**src/include/ssp_regs.vh**
```
// Register map, field positions, reset values and timing counts of the serial port.
// Assumes inclusion by bare name from the design files; definitions only.
`ifndef SSP_REGS_VH
`define SSP_REGS_VH

// ****************************************
// Register offsets (word index on the plain register port)
// ****************************************
`define SSP_ADDR_W 2
`define SSP_OFS_STATUS 2'h0
`define SSP_OFS_CTRL1 2'h1
`define SSP_OFS_CTRL2 2'h2
`define SSP_OFS_DATA 2'h3

// ****************************************
// Status register fields
// ****************************************
`define SSP_ST_EN 15
`define SSP_ST_SIDL 13
`define SSP_ST_ROV 6
`define SSP_ST_TBF 1
`define SSP_ST_RBF 0

// ****************************************
// Control register one fields
// ****************************************
`define SSP_C1_CLOCK_PIN_DISABLE 12
`define SSP_C1_DATA_OUT_PIN_DISABLE 11
`define SSP_C1_WORD 10
`define SSP_C1_SMP 9
`define SSP_C1_CKE 8
`define SSP_C1_SLAVE_SELECT_ENABLE 7
`define SSP_C1_CKP 6
`define SSP_C1_MSTR 5
`define SSP_C1_SEC_HI 4
`define SSP_C1_SEC_LO 2
`define SSP_C1_PRI_HI 1
`define SSP_C1_PRI_LO 0
`define SSP_C1_MASK 16'h1FFF

// ****************************************
// Control register two fields
// ****************************************
`define SSP_C2_FRAMING_ENABLE 15
`define SSP_C2_FSD 14
`define SSP_C2_FPOL 13
`define SSP_C2_FDLY 1

// ****************************************
// Reset values and timing counts
// ****************************************
`define SSP_RST_WORD 16'h0000
`define SSP_RST_C1 13'h0000
`define SSP_RST_BIT 1'b0
`define SSP_STEPS_BYTE 6'h10
`define SSP_STEPS_WORD 6'h20
`define SSP_SEC_BASE 4'h8
`define SSP_DIV_W 10

`endif

```
**src/rtl/ssp_clkdiv.v**
```verilog
// Master shift clock prescaler: one tick per primary times secondary ratio.
// Assumes the caller only asks for ticks while it runs as master.
`timescale 1ns/100ps
`default_nettype none
`include "ssp_regs.vh"

module ssp_clkdiv (
  // Clock and reset
  input wire i_clk_sys,
  input wire i_reset,
  // Control
  input wire i_run,
  input wire [1:0] i_pri,
  input wire [2:0] i_sec,
  // Half-period tick
  output reg o_tick
);

  reg [`SSP_DIV_W-1:0] cnt_r;
  wire [`SSP_DIV_W-1:0] ratio;
  wire [3:0] sec_ratio;

  // ****************************************
  // Ratio decode
  // ****************************************
  // prescale field decode
  assign sec_ratio = `SSP_SEC_BASE - {1'b0, i_sec};
  assign ratio = {6'h00, sec_ratio} << {~i_pri, 1'b0};

  always @(posedge i_clk_sys) begin
    if (i_reset || !i_run) begin
      cnt_r <= {`SSP_DIV_W{1'b0}};
      o_tick <= 1'b0;
    end else if (cnt_r >= ratio - 10'h001) begin
      cnt_r <= {`SSP_DIV_W{1'b0}};
      o_tick <= 1'b1;
    end else begin
      cnt_r <= cnt_r + 10'h001;
      o_tick <= 1'b0;
    end
  end

endmodule
`default_nettype wire

```
**src/rtl/ssp_port.v**
```verilog
// Serial peripheral port: master or slave, byte or word, optional framing.
// Assumes a plain register port on i_clk_sys and raw pins from the pads.
`timescale 1ns/100ps
`default_nettype none
`include "ssp_regs.vh"

module ssp_port (
  // Clock and reset
  input wire i_clk_sys,
  input wire i_reset,
  // Register port
  input wire [`SSP_ADDR_W-1:0] i_addr,
  input wire [15:0] i_wdata,
  input wire i_wr,
  input wire i_rd,
  output reg [15:0] o_rdata,
  // Device power state
  input wire i_idle_mode,
  // Shift clock pin
  input wire i_sck,
  output reg o_sck,
  output reg o_sck_oe,
  // Data pins
  input wire i_sdi,
  output reg o_sdo,
  output reg o_sdo_oe,
  // Slave select pin
  input wire i_ss_n,
  output reg o_ss_n,
  output reg o_ss_oe
);

  // ****************************************
  // Step decode
  // ****************************************
  // output change steps
  function fn_chg;
    input [5:0] s;
    input cke;
    input [5:0] n;
    begin
      fn_chg = cke ? (s[0] && (s < n - 6'h01)) : (!s[0] && (s != 6'h00) && (s < n));
    end
  endfunction

  // sample steps, middle or end of output time
  function fn_samp;
    input [5:0] s;
    input cke;
    input endp;
    input [5:0] n;
    begin
      if (endp) begin
        fn_samp = cke ? (s[0] && (s < n)) : (!s[0] && (s != 6'h00) && (s <= n));
      end else begin
        fn_samp = (s < n) && (s[0] != cke);
      end
    end
  endfunction

  // ****************************************
  // State
  // ****************************************
  reg en_r, sidl_r, rov_r, tbf_r, rbf_r;
  reg [12:0] c1_r;
  reg framing_enable_r, fsd_r, fpol_r, fdly_r;
  reg [15:0] txbuf_r, rxbuf_r, sr_r;
  reg out_r, busy_r, sck_r, fsync_r, fpend_r, sck_d_r;
  reg [5:0] step_r;
  reg [2:0] sync1_r, sync2_r;

  wire tick;
  wire sck_s = sync2_r[0];
  wire sdi_s = sync2_r[1];
  wire ss_s = sync2_r[2];

  wire clock_pin_disable = c1_r[`SSP_C1_CLOCK_PIN_DISABLE];
  wire data_out_pin_disable = c1_r[`SSP_C1_DATA_OUT_PIN_DISABLE];
  wire word = c1_r[`SSP_C1_WORD];
  wire mstr = c1_r[`SSP_C1_MSTR];
  wire clock_polarity = c1_r[`SSP_C1_CKP];
  wire slave_select_enable = c1_r[`SSP_C1_SLAVE_SELECT_ENABLE];
  // sample phase only counts in master mode
  wire input_sample_phase = c1_r[`SSP_C1_SMP] & mstr;
  wire cke = c1_r[`SSP_C1_CKE] & ~framing_enable_r;
  wire [5:0] nsteps = word ? `SSP_STEPS_WORD : `SSP_STEPS_BYTE;
  wire halt = sidl_r & i_idle_mode;
  wire desel = !mstr && slave_select_enable && !framing_enable_r && ss_s;
  wire fs_in = fpol_r ? ss_s : !ss_s;
  wire [15:0] sr_sh = {sr_r[14:0], sdi_s};
  wire top_now = word ? sr_r[15] : sr_r[7];
  wire top_sh = word ? sr_sh[15] : sr_sh[7];

  // ****************************************
  // Pin synchronisers
  // ****************************************
  genvar g;
  generate
    for (g = 0; g < 3; g = g + 1) begin : g_sync
      always @(posedge i_clk_sys) begin
        if (i_reset) begin
          sync1_r[g] <= 1'b0;
          sync2_r[g] <= 1'b0;
        end else begin
          sync1_r[g] <= (g == 0) ? i_sck : ((g == 1) ? i_sdi : i_ss_n);
          sync2_r[g] <= sync1_r[g];
        end
      end
    end
  endgenerate

  // ****************************************
  // Master clock prescaler
  // ****************************************
  // divided master clock
  ssp_clkdiv u_div (
    .i_clk_sys(i_clk_sys),
    .i_reset(i_reset),
    .i_run(en_r && mstr && !halt),
    .i_pri(c1_r[`SSP_C1_PRI_HI:`SSP_C1_PRI_LO]),
    .i_sec(c1_r[`SSP_C1_SEC_HI:`SSP_C1_SEC_LO]),
    .o_tick(tick)
  );

  // ****************************************
  // Shift engine step control
  // ****************************************
  wire m_act = en_r && mstr && !halt && tick;
  wire edge_s = sck_s != sck_d_r;
  wire lead_s = sck_s ^ clock_polarity;
  wire s_act = en_r && !mstr && !halt && edge_s && !desel;
  wire s_start = !busy_r && lead_s &&
    (framing_enable_r ? (fs_in && fdly_r) || fpend_r : 1'b1);
  wire m_idle_ph = sck_r == clock_polarity;
  wire m_start = !busy_r && tbf_r && m_idle_ph &&
    (framing_enable_r ? (fdly_r || fpend_r) : 1'b1);
  wire run_step = (m_act && (busy_r || m_start)) || (s_act && (busy_r || s_start));
  wire [5:0] cur = busy_r ? step_r : 6'h00;
  wire do_samp = run_step && fn_samp(cur, cke, input_sample_phase, nsteps);
  // final step adds a bit only when it is a sample step
  wire [15:0] sr_fin = do_samp ? sr_sh : sr_r;
  wire [15:0] rx_word = word ? sr_fin : {8'h00, sr_fin[7:0]};
  wire do_chg = run_step && fn_chg(cur, cke, nsteps);
  wire m_done = m_act && busy_r && (step_r == nsteps);
  wire s_done = s_act && busy_r && (step_r == nsteps - 6'h01);
  wire done = m_done || s_done;
  wire s_load = en_r && !mstr && !busy_r && tbf_r;
  wire load = (m_act && m_start) || s_load;

  always @(posedge i_clk_sys) begin
    if (i_reset || !en_r) begin
      busy_r <= 1'b0;
      step_r <= 6'h00;
      fpend_r <= 1'b0;
    end else if (desel) begin
      busy_r <= 1'b0;
      step_r <= 6'h00;
    end else if (done) begin
      busy_r <= 1'b0;
      step_r <= 6'h00;
    end else if (run_step) begin
      busy_r <= 1'b1;
      step_r <= cur + 6'h01;
      fpend_r <= 1'b0;
    end else if (framing_enable_r && !fdly_r && !busy_r) begin
      // pulse before first bit clock arms the start
      if (m_act && tbf_r && m_idle_ph) begin
        fpend_r <= 1'b1;
      end else if (s_act && lead_s && fs_in) begin
        fpend_r <= 1'b1;
      end
    end
  end

  // ****************************************
  // Shift register and data out
  // ****************************************
  always @(posedge i_clk_sys) begin
    if (i_reset) begin
      sr_r <= `SSP_RST_WORD;
      out_r <= 1'b0;
    end else if (load) begin
      // buffer to shift register, keeping a sample due at this step
      sr_r <= do_samp ? {txbuf_r[14:0], sdi_s} : txbuf_r;
      out_r <= word ? txbuf_r[15] : txbuf_r[7];
    end else begin
      if (do_samp) begin
        sr_r <= sr_sh;
      end
      if (do_chg) begin
        out_r <= do_samp ? top_sh : top_now;
      end else if (!busy_r) begin
        // first bit set up before the first clock edge
        out_r <= (mstr && tbf_r) ? (word ? txbuf_r[15] : txbuf_r[7]) : top_now;
      end
    end
  end

  // ****************************************
  // Master shift clock and frame pulse
  // ****************************************
  always @(posedge i_clk_sys) begin
    if (i_reset) begin
      sck_r <= 1'b0;
      fsync_r <= 1'b0;
      sck_d_r <= 1'b0;
    end else begin
      sck_d_r <= sck_s;
      if (!en_r || !mstr || clock_pin_disable) begin
        sck_r <= clock_polarity;
        fsync_r <= 1'b0;
      end else if (m_act) begin
        if (framing_enable_r || (run_step && cur < nsteps)) begin
          sck_r <= ~sck_r;
        end
        if (framing_enable_r && m_idle_ph) begin
          fsync_r <= (m_start && fdly_r) || (!busy_r && tbf_r && !fdly_r && !fpend_r);
        end
      end
    end
  end

  // ****************************************
  // Pin drivers
  // ****************************************
  always @(posedge i_clk_sys) begin
    if (i_reset) begin
      o_sck <= 1'b0;
      o_sck_oe <= 1'b0;
      o_sdo <= 1'b0;
      o_sdo_oe <= 1'b0;
      o_ss_n <= 1'b1;
      o_ss_oe <= 1'b0;
    end else begin
      o_sck <= sck_r;
      o_sck_oe <= en_r && mstr && !clock_pin_disable;
      o_sdo <= out_r;
      o_sdo_oe <= en_r && !data_out_pin_disable && !desel;
      // frame pulse polarity on select pin
      o_ss_n <= fpol_r ? fsync_r : !fsync_r;
      o_ss_oe <= en_r && framing_enable_r && !fsd_r;
    end
  end

  // ****************************************
  // Register port
  // ****************************************
  wire wr_st = i_wr && (i_addr == `SSP_OFS_STATUS);
  wire wr_c1 = i_wr && (i_addr == `SSP_OFS_CTRL1);
  wire wr_c2 = i_wr && (i_addr == `SSP_OFS_CTRL2);
  wire wr_dat = i_wr && (i_addr == `SSP_OFS_DATA);
  wire rd_dat = i_rd && (i_addr == `SSP_OFS_DATA);

  always @(posedge i_clk_sys) begin
    if (i_reset) begin
      en_r <= `SSP_RST_BIT;
      sidl_r <= `SSP_RST_BIT;
      c1_r <= `SSP_RST_C1;
      framing_enable_r <= `SSP_RST_BIT;
      fsd_r <= `SSP_RST_BIT;
      fpol_r <= `SSP_RST_BIT;
      fdly_r <= `SSP_RST_BIT;
      txbuf_r <= `SSP_RST_WORD;
    end else begin
      if (wr_st) begin
        en_r <= i_wdata[`SSP_ST_EN];
        sidl_r <= i_wdata[`SSP_ST_SIDL];
      end
      if (wr_c1) begin
        c1_r <= i_wdata[12:0];
        // sample phase needs master set in the same write
        c1_r[`SSP_C1_SMP] <= i_wdata[`SSP_C1_SMP] & i_wdata[`SSP_C1_MSTR];
      end
      if (wr_c2) begin
        framing_enable_r <= i_wdata[`SSP_C2_FRAMING_ENABLE];
        fsd_r <= i_wdata[`SSP_C2_FSD];
        fpol_r <= i_wdata[`SSP_C2_FPOL];
        fdly_r <= i_wdata[`SSP_C2_FDLY];
      end
      if (wr_dat) begin
        txbuf_r <= i_wdata;
      end
    end
  end

  // ****************************************
  // Status flags
  // ****************************************
  always @(posedge i_clk_sys) begin
    if (i_reset) begin
      tbf_r <= `SSP_RST_BIT;
      rbf_r <= `SSP_RST_BIT;
      rov_r <= `SSP_RST_BIT;
      rxbuf_r <= `SSP_RST_WORD;
    end else begin
      // set on write wins over move
      if (wr_dat) begin
        tbf_r <= 1'b1;
      end else if (load) begin
        tbf_r <= 1'b0;
      end
      // set on completion, clear on read
      if (done && !rbf_r) begin
        rxbuf_r <= rx_word;
        rbf_r <= 1'b1;
      end else if (rd_dat) begin
        rbf_r <= 1'b0;
      end
      // overflow drops new word, software writes zero to clear
      if (done && rbf_r) begin
        rov_r <= 1'b1;
      end else if (wr_st && !i_wdata[`SSP_ST_ROV]) begin
        rov_r <= 1'b0;
      end
    end
  end

  // ****************************************
  // Read data, one cycle after the strobe
  // ****************************************
  always @(posedge i_clk_sys) begin
    if (i_reset) begin
      o_rdata <= `SSP_RST_WORD;
    end else if (i_rd) begin
      case (i_addr)
        `SSP_OFS_STATUS: begin
          o_rdata <= {en_r, 1'b0, sidl_r, 6'h00, rov_r, 4'h0, tbf_r, rbf_r};
        end
        `SSP_OFS_CTRL1: begin
          o_rdata <= {3'h0, c1_r};
        end
        `SSP_OFS_CTRL2: begin
          o_rdata <= {framing_enable_r, fsd_r, fpol_r, 11'h000, fdly_r, 1'b0};
        end
        `SSP_OFS_DATA: begin
          o_rdata <= rxbuf_r;
        end
        default: begin
          o_rdata <= `SSP_RST_WORD;
        end
      endcase
    end else begin
      o_rdata <= `SSP_RST_WORD;
    end
  end

endmodule
`default_nettype wire

```
**config.mk**
```make
export PLATFORM = sky130hd
export DESIGN_NAME = ssp_port
export DESIGN_NICKNAME = d
export VERILOG_FILES = /design/src/rtl/ssp_clkdiv.v /design/src/rtl/ssp_port.v
export VERILOG_INCLUDE_DIRS = /design/src /design/src/include
export SDC_FILE = /design/constraint.sdc
export NUM_CORES = 1
export LEC_CHECK = 0
export ABC_AREA = 1
export BUFFER_PORTS_ARGS = -buffer_cell sky130_fd_sc_hd__buf_2
export CAP_MARGIN = 20
export CORE_AREA = 2 2 157 159
export CTS_BUF_LIST = sky130_fd_sc_hd__clkbuf_8 sky130_fd_sc_hd__clkbuf_16
export DETAILED_ROUTE_END_ITERATION = 7
export DIE_AREA = 0 0 159 161
export GPL_TIMING_DRIVEN = 0
export SYNTH_ARGS = -nofsm -noshare
export SYNTH_HDL_FRONTEND = slang
export SYNTH_SLANG_ARGS = --single-unit
```
**constraint.sdc**
```tcl
create_clock -name i_clk_sys -period 3.1 [get_ports i_clk_sys]
set_input_delay 0.775 -clock i_clk_sys [delete_from_list [all_inputs] [get_ports i_clk_sys]]
set_output_delay 0.775 -clock i_clk_sys [all_outputs]
set_load 0.01 [all_outputs]
```
==> impl_metrics.csv, run 1 <==
group,metric,value,unit
outcome,result_of_the_run,"finished, final reports clean",
yosys,synth_nets,893,
placement,setup_slack_placement,-0.370,ns
min_path,min_path_cells,2,
pwr,pwr_density_cell,555,nW/um^2
detailed_routing,remaining_drc_errors,0,
sta,report.final.hold_viol_count,0,
yosys,netlist_instances,849,
grt,antenna_found_initial,0,
cells_and_area,post_route_cells_drive_above_1_share,14.7,%
yosys,synth-compound-area-share,14.7,%
min_path,holdPathEnd,"sdi_s",
cells_and_area,final_cell_mix,"sky130_fd_sc_hd__nand2_1 (211), sky130_fd_sc_hd__dfxtp_1 (119), sky130_fd_sc_hd__inv_1 (102)",
setup_path,critical_path.reg2reg.startpoint,"c1_r[3]",
setup_path,worstPathRequired,3.46,ns
setup_path,critPathArrivalTime,3.39,ns
sta,max_freq,330,MHz
pwr,power.leakage,3.16,nW
yosys,synth_area_leader_cell,"sky130_fd_sc_hd__dfxtp_1",
setup_path,worstPathCellList,"inv_2, ha_4, xor2_2, inv_1, nand2_2, nand2_2, o21ai_4, nand2_1, nor2_2, nand3_2, nor2_2, xor2_1, ha_1, a21oi_2, nor2_1, a211oi_2, nand4_1, nand2b_4, nor3b_2",
die,die_width,159,microns
die,floorplan.initialDensity,24.5,%
detailed_routing,ant_nets,0,
sta,worstMarginPinSlew,0.637,ns
yosys,synthArstFlopShare,0,%
detailed_routing,avgRoutedWirePerCell,13.9,microns
grt,global_route.overflow_total,0,
clock_tree,worst_skew_pair.late_latency,0.43,ns
yosys,postSynthAreaPerCell,6.91,sq um
yosys,yosys_warnings,0,
min_path,min_path_type,"reg2reg",
yosys,synth_simple_gate_area_share,28.2,%
setup_path,worstPathBufferInverterCount,2,
sta,layout_setup_ws,0.0680,ns
yosys,post_synth_fa_ha_maj_area_fraction,3.84,%
setup_path,worst_path_largest_cell_delay,0.33,ns
clock_tree,cts_tree,"built",
cells_and_area,layout.cells.most_common,"sky130_fd_sc_hd__nand2_1",
sta,timing.final.max_slew_violations,0,
clock_tree,clock-sinks,121,
yosys,synth_top_family_by_area,"simple AND/OR/NAND/NOR gates",
cells_and_area,antenna_cells,0,
detailed_routing,detailedRoute.firstPassIterationCount,4,
yosys,mappedNetlistArea,5860,sq um
yosys,synth_cell_type_count,38,
setup_path,crit_type,"reg2reg",
yosys,synth-seq-cells,121,
yosys,synth_xor_xnor_area_share,2.24,%
detailed_routing,route.detailed.vias_per_inst,4.49,
yosys,synth.area.top_cells,"sky130_fd_sc_hd__dfxtp_1 (41%), sky130_fd_sc_hd__nand2_1 (14%), sky130_fd_sc_hd__a21oi_1 (7.5%)",
placement,post-place-cells,1220,
pwr,total_power,4.03,mW
setup_path,worst_setup_path_start_kind,"register",
placement,detailed_place_hpwl,13.0,mm
clock_tree,clock_tree.buffer_depth,2,
die,io_pins,48,
die,die-area,25600,sq um
setup_path,r2r.worst_path.cells,19,
setup_path,worst_r2r_endpoint,"u_div.cnt_r[3]",
detailed_routing,drt-initial-drc-count,358,
clock_tree,cts_inserted_buffers,17,
setup_path,path_max_fanout,5,
grt,global_routing_usage_summed_across_all_routing_layers,13.8,%
cells_and_area,area_growth,24.0,%
yosys,synthFlopType,"sky130_fd_sc_hd__dfxtp_1",
cells_and_area,finalNonFillerCells,1256,
sta,post-route-min-period,3.03,ns
setup_path,timing.critical_path.slowest_stage_cell,"sky130_fd_sc_hd__dfxtp_2",
clock_tree,cts_htree_levels,4,
yosys,synth_enable_flop_cells,0,
setup_path,setup.worst_path.end_class,"register",
grt,grt_first_pass_wirelength,27.7,mm
sta,max_slew_margin,57.5,%
grt,first_global_vias,5351,
min_path,hold_path.startpoint,"sync1_r[1]",
cells_and_area,fin_nets,963,
clock_tree,post_cts_hold_buffer_count,0,
detailed_routing,wirelength,17.4,mm
die,number_of_placement_rows,57,
pwr,vdd_drop_max,0.444,mV
detailed_routing,routed-via-count,5645,
sta,post-route-period-util,97.8,%
yosys,sequential_element_share_of_the_synthesized_area,41.3,%
die,height_of_the_chip,161,microns
placement,numPortBuffers,47,
sta,fin_worst_skew,0.00931,ns
job,max_cap_violations,0,
yosys,post_synth_mux_area_share,0,%
sta,finalSetupViolations,0,
setup_path,r2r_setup_slack,0.07,ns
clock_tree,clock_tree.root_cell,"sky130_fd_sc_hd__clkbuf_16",
sta,rsz0062_at_grt,"true",
placement,gp_routability_congestion,0.865,
grt,grt_max_degree,17,
clock_tree,clkTransAtPathRegs,0.06,ns
sta,fin_hold_ws,0.405,ns
die,placeableCoreArea,24000,sq um
setup_path,critical-path-top-delay-family,"simple AND/OR/NAND/NOR gates",
yosys,yosys.area.top_type_share,41.3,%
## how the worst max path moves through the flow
stage	start	end	slack [ns]	depth (start not counted)
2_1_floorplan	c1_r[2]	u_div.cnt_r[3]	0.18	20
3_3_place_gp	c1_r[2]	u_div.cnt_r[3]	-0.33	20
3_5_place_dp	c1_r[2]	u_div.cnt_r[5]	-0.37	20
4_1_cts	c1_r[2]	u_div.cnt_r[3]	0.04	17
5_1_grt	c1_r[3]	u_div.cnt_r[3]	-0.17	19
6_report	c1_r[3]	u_div.cnt_r[3]	0.07	19
## logic make-up after synthesis
group | after synthesis
buffers and inverters | 142
AND/OR/NAND/NOR | 391
XOR/XNOR | 15
flip-flops | 121
AO/OA/AOI/OAI | 162
adder cells (fa/ha/maj) | 18
## sequential cells by signal, indices dropped and copies added, names as in the netlist, 3 cells and up
register,count
o_rdata,16
rxbuf_r,16
c1_r,13
sync1_r,3
step_r,6
u_div.cnt_r,10
sr_r,16
txbuf_r,16
## synthesized netlist by cell type (6+ instances only)
cell type / count
sky130_fd_sc_hd__nand2_1: 213
sky130_fd_sc_hd__dfxtp_1: 121
sky130_fd_sc_hd__inv_1: 104
sky130_fd_sc_hd__a21oi_1: 88
sky130_fd_sc_hd__nor2_1: 76
sky130_fd_sc_hd__nand3_1: 62
sky130_fd_sc_hd__o21ai_0: 50
sky130_fd_sc_hd__clkbuf_1: 18
sky130_fd_sc_hd__ha_1: 18
sky130_fd_sc_hd__nor3_1: 12
sky130_fd_sc_hd__xor2_1: 10
sky130_fd_sc_hd__nand2_2: 9
sky130_fd_sc_hd__o211ai_1: 8
sky130_fd_sc_hd__inv_2: 6
## per-stage QoR
| stage | setup TNS [ns] | utilization [%] | cell area, sq um |
|---|---|---|---|
| detailed placement | -3.53 | 27.1 | 6500 |
| floorplan | 0 | - | 5860 |
| global placement | -3.05 | 27.1 | 6500 |
| finish | 0 | 30.3 | 7270 |
| CTS | 0 | 29.9 | 7160 |
| global route | -1.01 | 30.3 | 7270 |
## worst register-to-register path, cell delays in order (launching register included)
cell                       delay, ns
sky130_fd_sc_hd__dfxtp_2        0.33
sky130_fd_sc_hd__inv_2          0.08
sky130_fd_sc_hd__ha_4           0.14
sky130_fd_sc_hd__xor2_2         0.16
sky130_fd_sc_hd__inv_1          0.07
sky130_fd_sc_hd__nand2_2        0.08
sky130_fd_sc_hd__nand2_2        0.07
sky130_fd_sc_hd__o21ai_4        0.08
sky130_fd_sc_hd__nand2_1        0.08
sky130_fd_sc_hd__nor2_2         0.18
sky130_fd_sc_hd__nand3_2        0.10
sky130_fd_sc_hd__nor2_2         0.13
sky130_fd_sc_hd__xor2_1         0.17
sky130_fd_sc_hd__ha_1           0.27
sky130_fd_sc_hd__a21oi_2        0.13
sky130_fd_sc_hd__nor2_1         0.06
sky130_fd_sc_hd__a211oi_2       0.18
sky130_fd_sc_hd__nand4_1        0.22
sky130_fd_sc_hd__nand2b_4       0.25
sky130_fd_sc_hd__nor3b_2        0.19
## cell type report
| cell class | count | area, sq um |
|---|---|---|
| buffer | 30 | 149 |
| clock inverter | 14 | 196 |
| inverter | 111 | 419 |
| tap | 324 | 405 |
| multi-input combinational | 587 | 2970 |
| fill | 2657 | 16700 |
| timing repair buffer | 51 | 265 |
| clock buffer | 18 | 439 |
| sequential | 121 | 2430 |
## metal layers
layer / track usage (%) / part of all wire, %
met1: 17.7 / 47
met5: 0 / 0
met2: 21.5 / 44
met4: 6.03 / 3.1
met3: 4.01 / 6.3
## where the power goes
group,internal [mW],switching (mW)
Combinational,0.0965,0.191
Sequential,1.59,0.0253
Clock,1.37,0.762
## timing repair
item / CTS / global route
gates resized for setup: 6 / 24
pin swaps: 1 / 10
setup buffers: 0 / 4
setup endpoints to repair: 10 / 11
gates cloned: 1 / 0
Note: power is estimated with default switching activity, not from simulation.
==> run 2: changes to the inputs <==
--- a/config.mk
+++ b/config.mk
@@ -14,6 +14,7 @@
 export DETAILED_ROUTE_END_ITERATION = 7
 export DIE_AREA = 0 0 159 161
 export GPL_TIMING_DRIVEN = 0
+export PLACE_DENSITY_LB_ADDON = 0.12
 export SYNTH_ARGS = -nofsm -noshare
 export SYNTH_HDL_FRONTEND = slang
 export SYNTH_SLANG_ARGS = --single-unit
==> impl_metrics.csv, run 2 (synthesis gave the netlist of run 1 again) <==
group,metric,value,unit
cells_and_area,layout.cells.most_common,"sky130_fd_sc_hd__nand2_1",
sta,report.final.hold_viol_count,0,
placement,gp_routability_congestion,0.752,
sta,post-route-min-period,2.92,ns
cells_and_area,antenna_cells,0,
placement,placed_cell_area,6500,sq um
cells_and_area,postLayoutCoreUtil,30.5,%
setup_path,r2r.worst_path.cells,17,
sta,fin_worst_skew,0.0105,ns
sta,tns,0,ns
job,max_cap_violations,0,
placement,detailed_place_hpwl,14.5,mm
clock_tree,post_cts_hold_buffer_count,0,
detailed_routing,remaining_drc_errors,0,
die,height_of_the_chip,161,microns
die,floorplan.initialDensity,24.5,%
setup_path,startpoint,"c1_r[2]",
sta,timing.final.max_slew_violations,0,
grt,grt_first_pass_wirelength,30.7,mm
clock_tree,clock_tree.root_cell,"sky130_fd_sc_hd__clkbuf_16",
sta,max_slew_margin,58.8,%
detailed_routing,ant_nets,0,
setup_path,r2r_setup_slack,0.18,ns
sta,finalSetupViolations,0,
grt,grt_max_degree,17,
setup_path,setup.worst_path.end_class,"register",
sta,post-route-period-util,94.2,%
setup_path,worst_r2r_endpoint,"u_div.cnt_r[3]",
detailed_routing,routed-wl-met3,599,microns
die,die_width,159,microns
grt,global_route.overflow_total,0,
setup_path,critical_path.reg2reg.startpoint,"c1_r[2]",
pwr,vdd_drop_max,0.278,mV
detailed_routing,m1WireLength,9.74,mm
setup_path,worst_setup_path_start_kind,"register",
die,placeableCoreArea,24000,sq um
grt,global_routing_usage_summed_across_all_routing_layers,15.6,%
min_path,min_path_type,"reg2reg",
cells_and_area,post_route_cells_drive_above_1_share,15.4,%
cells_and_area,fill_cells,2706,
clock_tree,clock-sinks,121,
clock_tree,cts_htree_levels,4,
detailed_routing,drt-initial-drc-count,338,
setup_path,worstSetupEndpoint,"u_div.cnt_r[3]",
grt,first_global_vias,5382,
grt,antenna_found_initial,0,
outcome,result_of_the_run,"finished, final reports clean",
cells_and_area,layout.cell_area.non_filler,7310,sq um
sta,worstMarginPinSlew,0.618,ns
placement,numPortBuffers,47,
cells_and_area,final_cell_mix,"sky130_fd_sc_hd__nand2_1 (211), sky130_fd_sc_hd__dfxtp_1 (119), sky130_fd_sc_hd__inv_1 (103)",
pwr,total_power,4.06,mW
setup_path,worstPathRequired,3.45,ns
detailed_routing,wirelength,19.5,mm
setup_path,crit_type,"reg2reg",
placement,post-place-cells,1220,
clock_tree,clock_tree.buffer_depth,2,
detailed_routing,topRoutingLayerUsed,"met4",
clock_tree,worst_skew_pair.late_latency,0.42,ns
cells_and_area,finalNonFillerCells,1263,
clock_tree,cts_tree,"built",
pwr,power.leakage,3.18,nW
sta,max_freq,342,MHz
clock_tree,clkTransAtPathRegs,0.06,ns
pwr,pwr_density_cell,556,nW/um^2
setup_path,path_max_fanout,5,
detailed_routing,avgRoutedWirePerCell,15.4,microns
cells_and_area,fin_nets,970,
setup_path,critPathArrivalTime,3.27,ns
die,die-area,25600,sq um
die,number_of_placement_rows,57,
die,io_pins,48,
cells_and_area,area_growth,24.6,%
detailed_routing,wl_met2,8.97,mm
detailed_routing,routed-via-count,5536,
detailed_routing,route.detailed.vias_per_inst,4.38,
detailed_routing,detailedRoute.firstPassIterationCount,5,
clock_tree,cts_inserted_buffers,17,
==> run 2: changes by cell type in the layout (fill, tap and decap cells not counted), moves of 2 or more <==
cell	change
sky130_fd_sc_hd__clkinvlp_4	+2
sky130_fd_sc_hd__ha_2	+2
sky130_fd_sc_hd__buf_4	+7
sky130_fd_sc_hd__o21ai_2	+2
==> run 2: power breakdown <==
part / internal [mW] / total [mW] / switching, mW
combinational: 0.102 / 0.301 / 0.199
clock: 1.35 / 2.15 / 0.803
sequential: 1.59 / 1.61 / 0.0260
total: 3.04 / 4.06 / 1.03
==> run 2: per-stage QoR <==
step	hold WS, ns	setup WS [ns]
after floorplan	0.388	0.177
after global placement	0.394	-0.411
after detailed placement	0.398	-0.401
after CTS	0.407	0.00622
after global routing	0.424	-0.0347
final	0.403	0.179
==> run 2: critical path: stages (launching register included) <==
cell	delay, ns
sky130_fd_sc_hd__dfxtp_4	0.34
sky130_fd_sc_hd__inv_2	0.05
sky130_fd_sc_hd__ha_2	0.26
sky130_fd_sc_hd__nand2_1	0.07
sky130_fd_sc_hd__inv_1	0.07
sky130_fd_sc_hd__nand2_1	0.12
sky130_fd_sc_hd__ha_2	0.20
sky130_fd_sc_hd__nand3_1	0.13
sky130_fd_sc_hd__nor2_2	0.16
sky130_fd_sc_hd__nand3_1	0.10
sky130_fd_sc_hd__xor2_1	0.15
sky130_fd_sc_hd__ha_1	0.29
sky130_fd_sc_hd__nand2_1	0.10
sky130_fd_sc_hd__nor2_1	0.06
sky130_fd_sc_hd__a211oi_2	0.14
sky130_fd_sc_hd__nand4_1	0.19
sky130_fd_sc_hd__nand2b_4	0.23
sky130_fd_sc_hd__nor3b_2	0.20
==> run 2: worst min-delay path by stage <==
stage                from    end  slack [ns]  cells past startpoint
2_1_floorplan  sync1_r[0]  sck_s        0.39                      2
3_3_place_gp   sync1_r[1]  sdi_s        0.39                      2
3_5_place_dp   sync1_r[1]  sdi_s        0.40                      2
4_1_cts        sync1_r[1]  sdi_s        0.41                      2
5_1_grt        sync1_r[0]  sck_s        0.42                      2
6_report       sync1_r[1]  sdi_s        0.40                      2
==> run 2: timing repair <==
item / in CTS / in global routing
gates resized for setup: 8 / 22
gates cloned: 1 / 0
setup endpoints to repair: 10 / 11
buffers inserted: 2 / 9
pin swaps: 4 / 10
==> run 2: layer usage <==
metal,global-route usage [%],vias up
met4,3.68,0
met3,3.11,11
met1,21.7,2535
met5,0,-
met2,25.0,98
li1,-,2892
==> run 2: cell type report <==
class / count / area [sq um] / share of cell area [%]
Clock buffer: 17 / 425 / 5.82
Sequential cell: 121 / 2430 / 33.2
Clock inverter: 15 / 201 / 2.76
Buffer: 30 / 149 / 2.04
Inverter: 111 / 417 / 5.70
Timing Repair Buffer: 58 / 318 / 4.35
Multi-Input combinational cell: 587 / 2960 / 40.6
Tap cell: 324 / 405 / 5.55
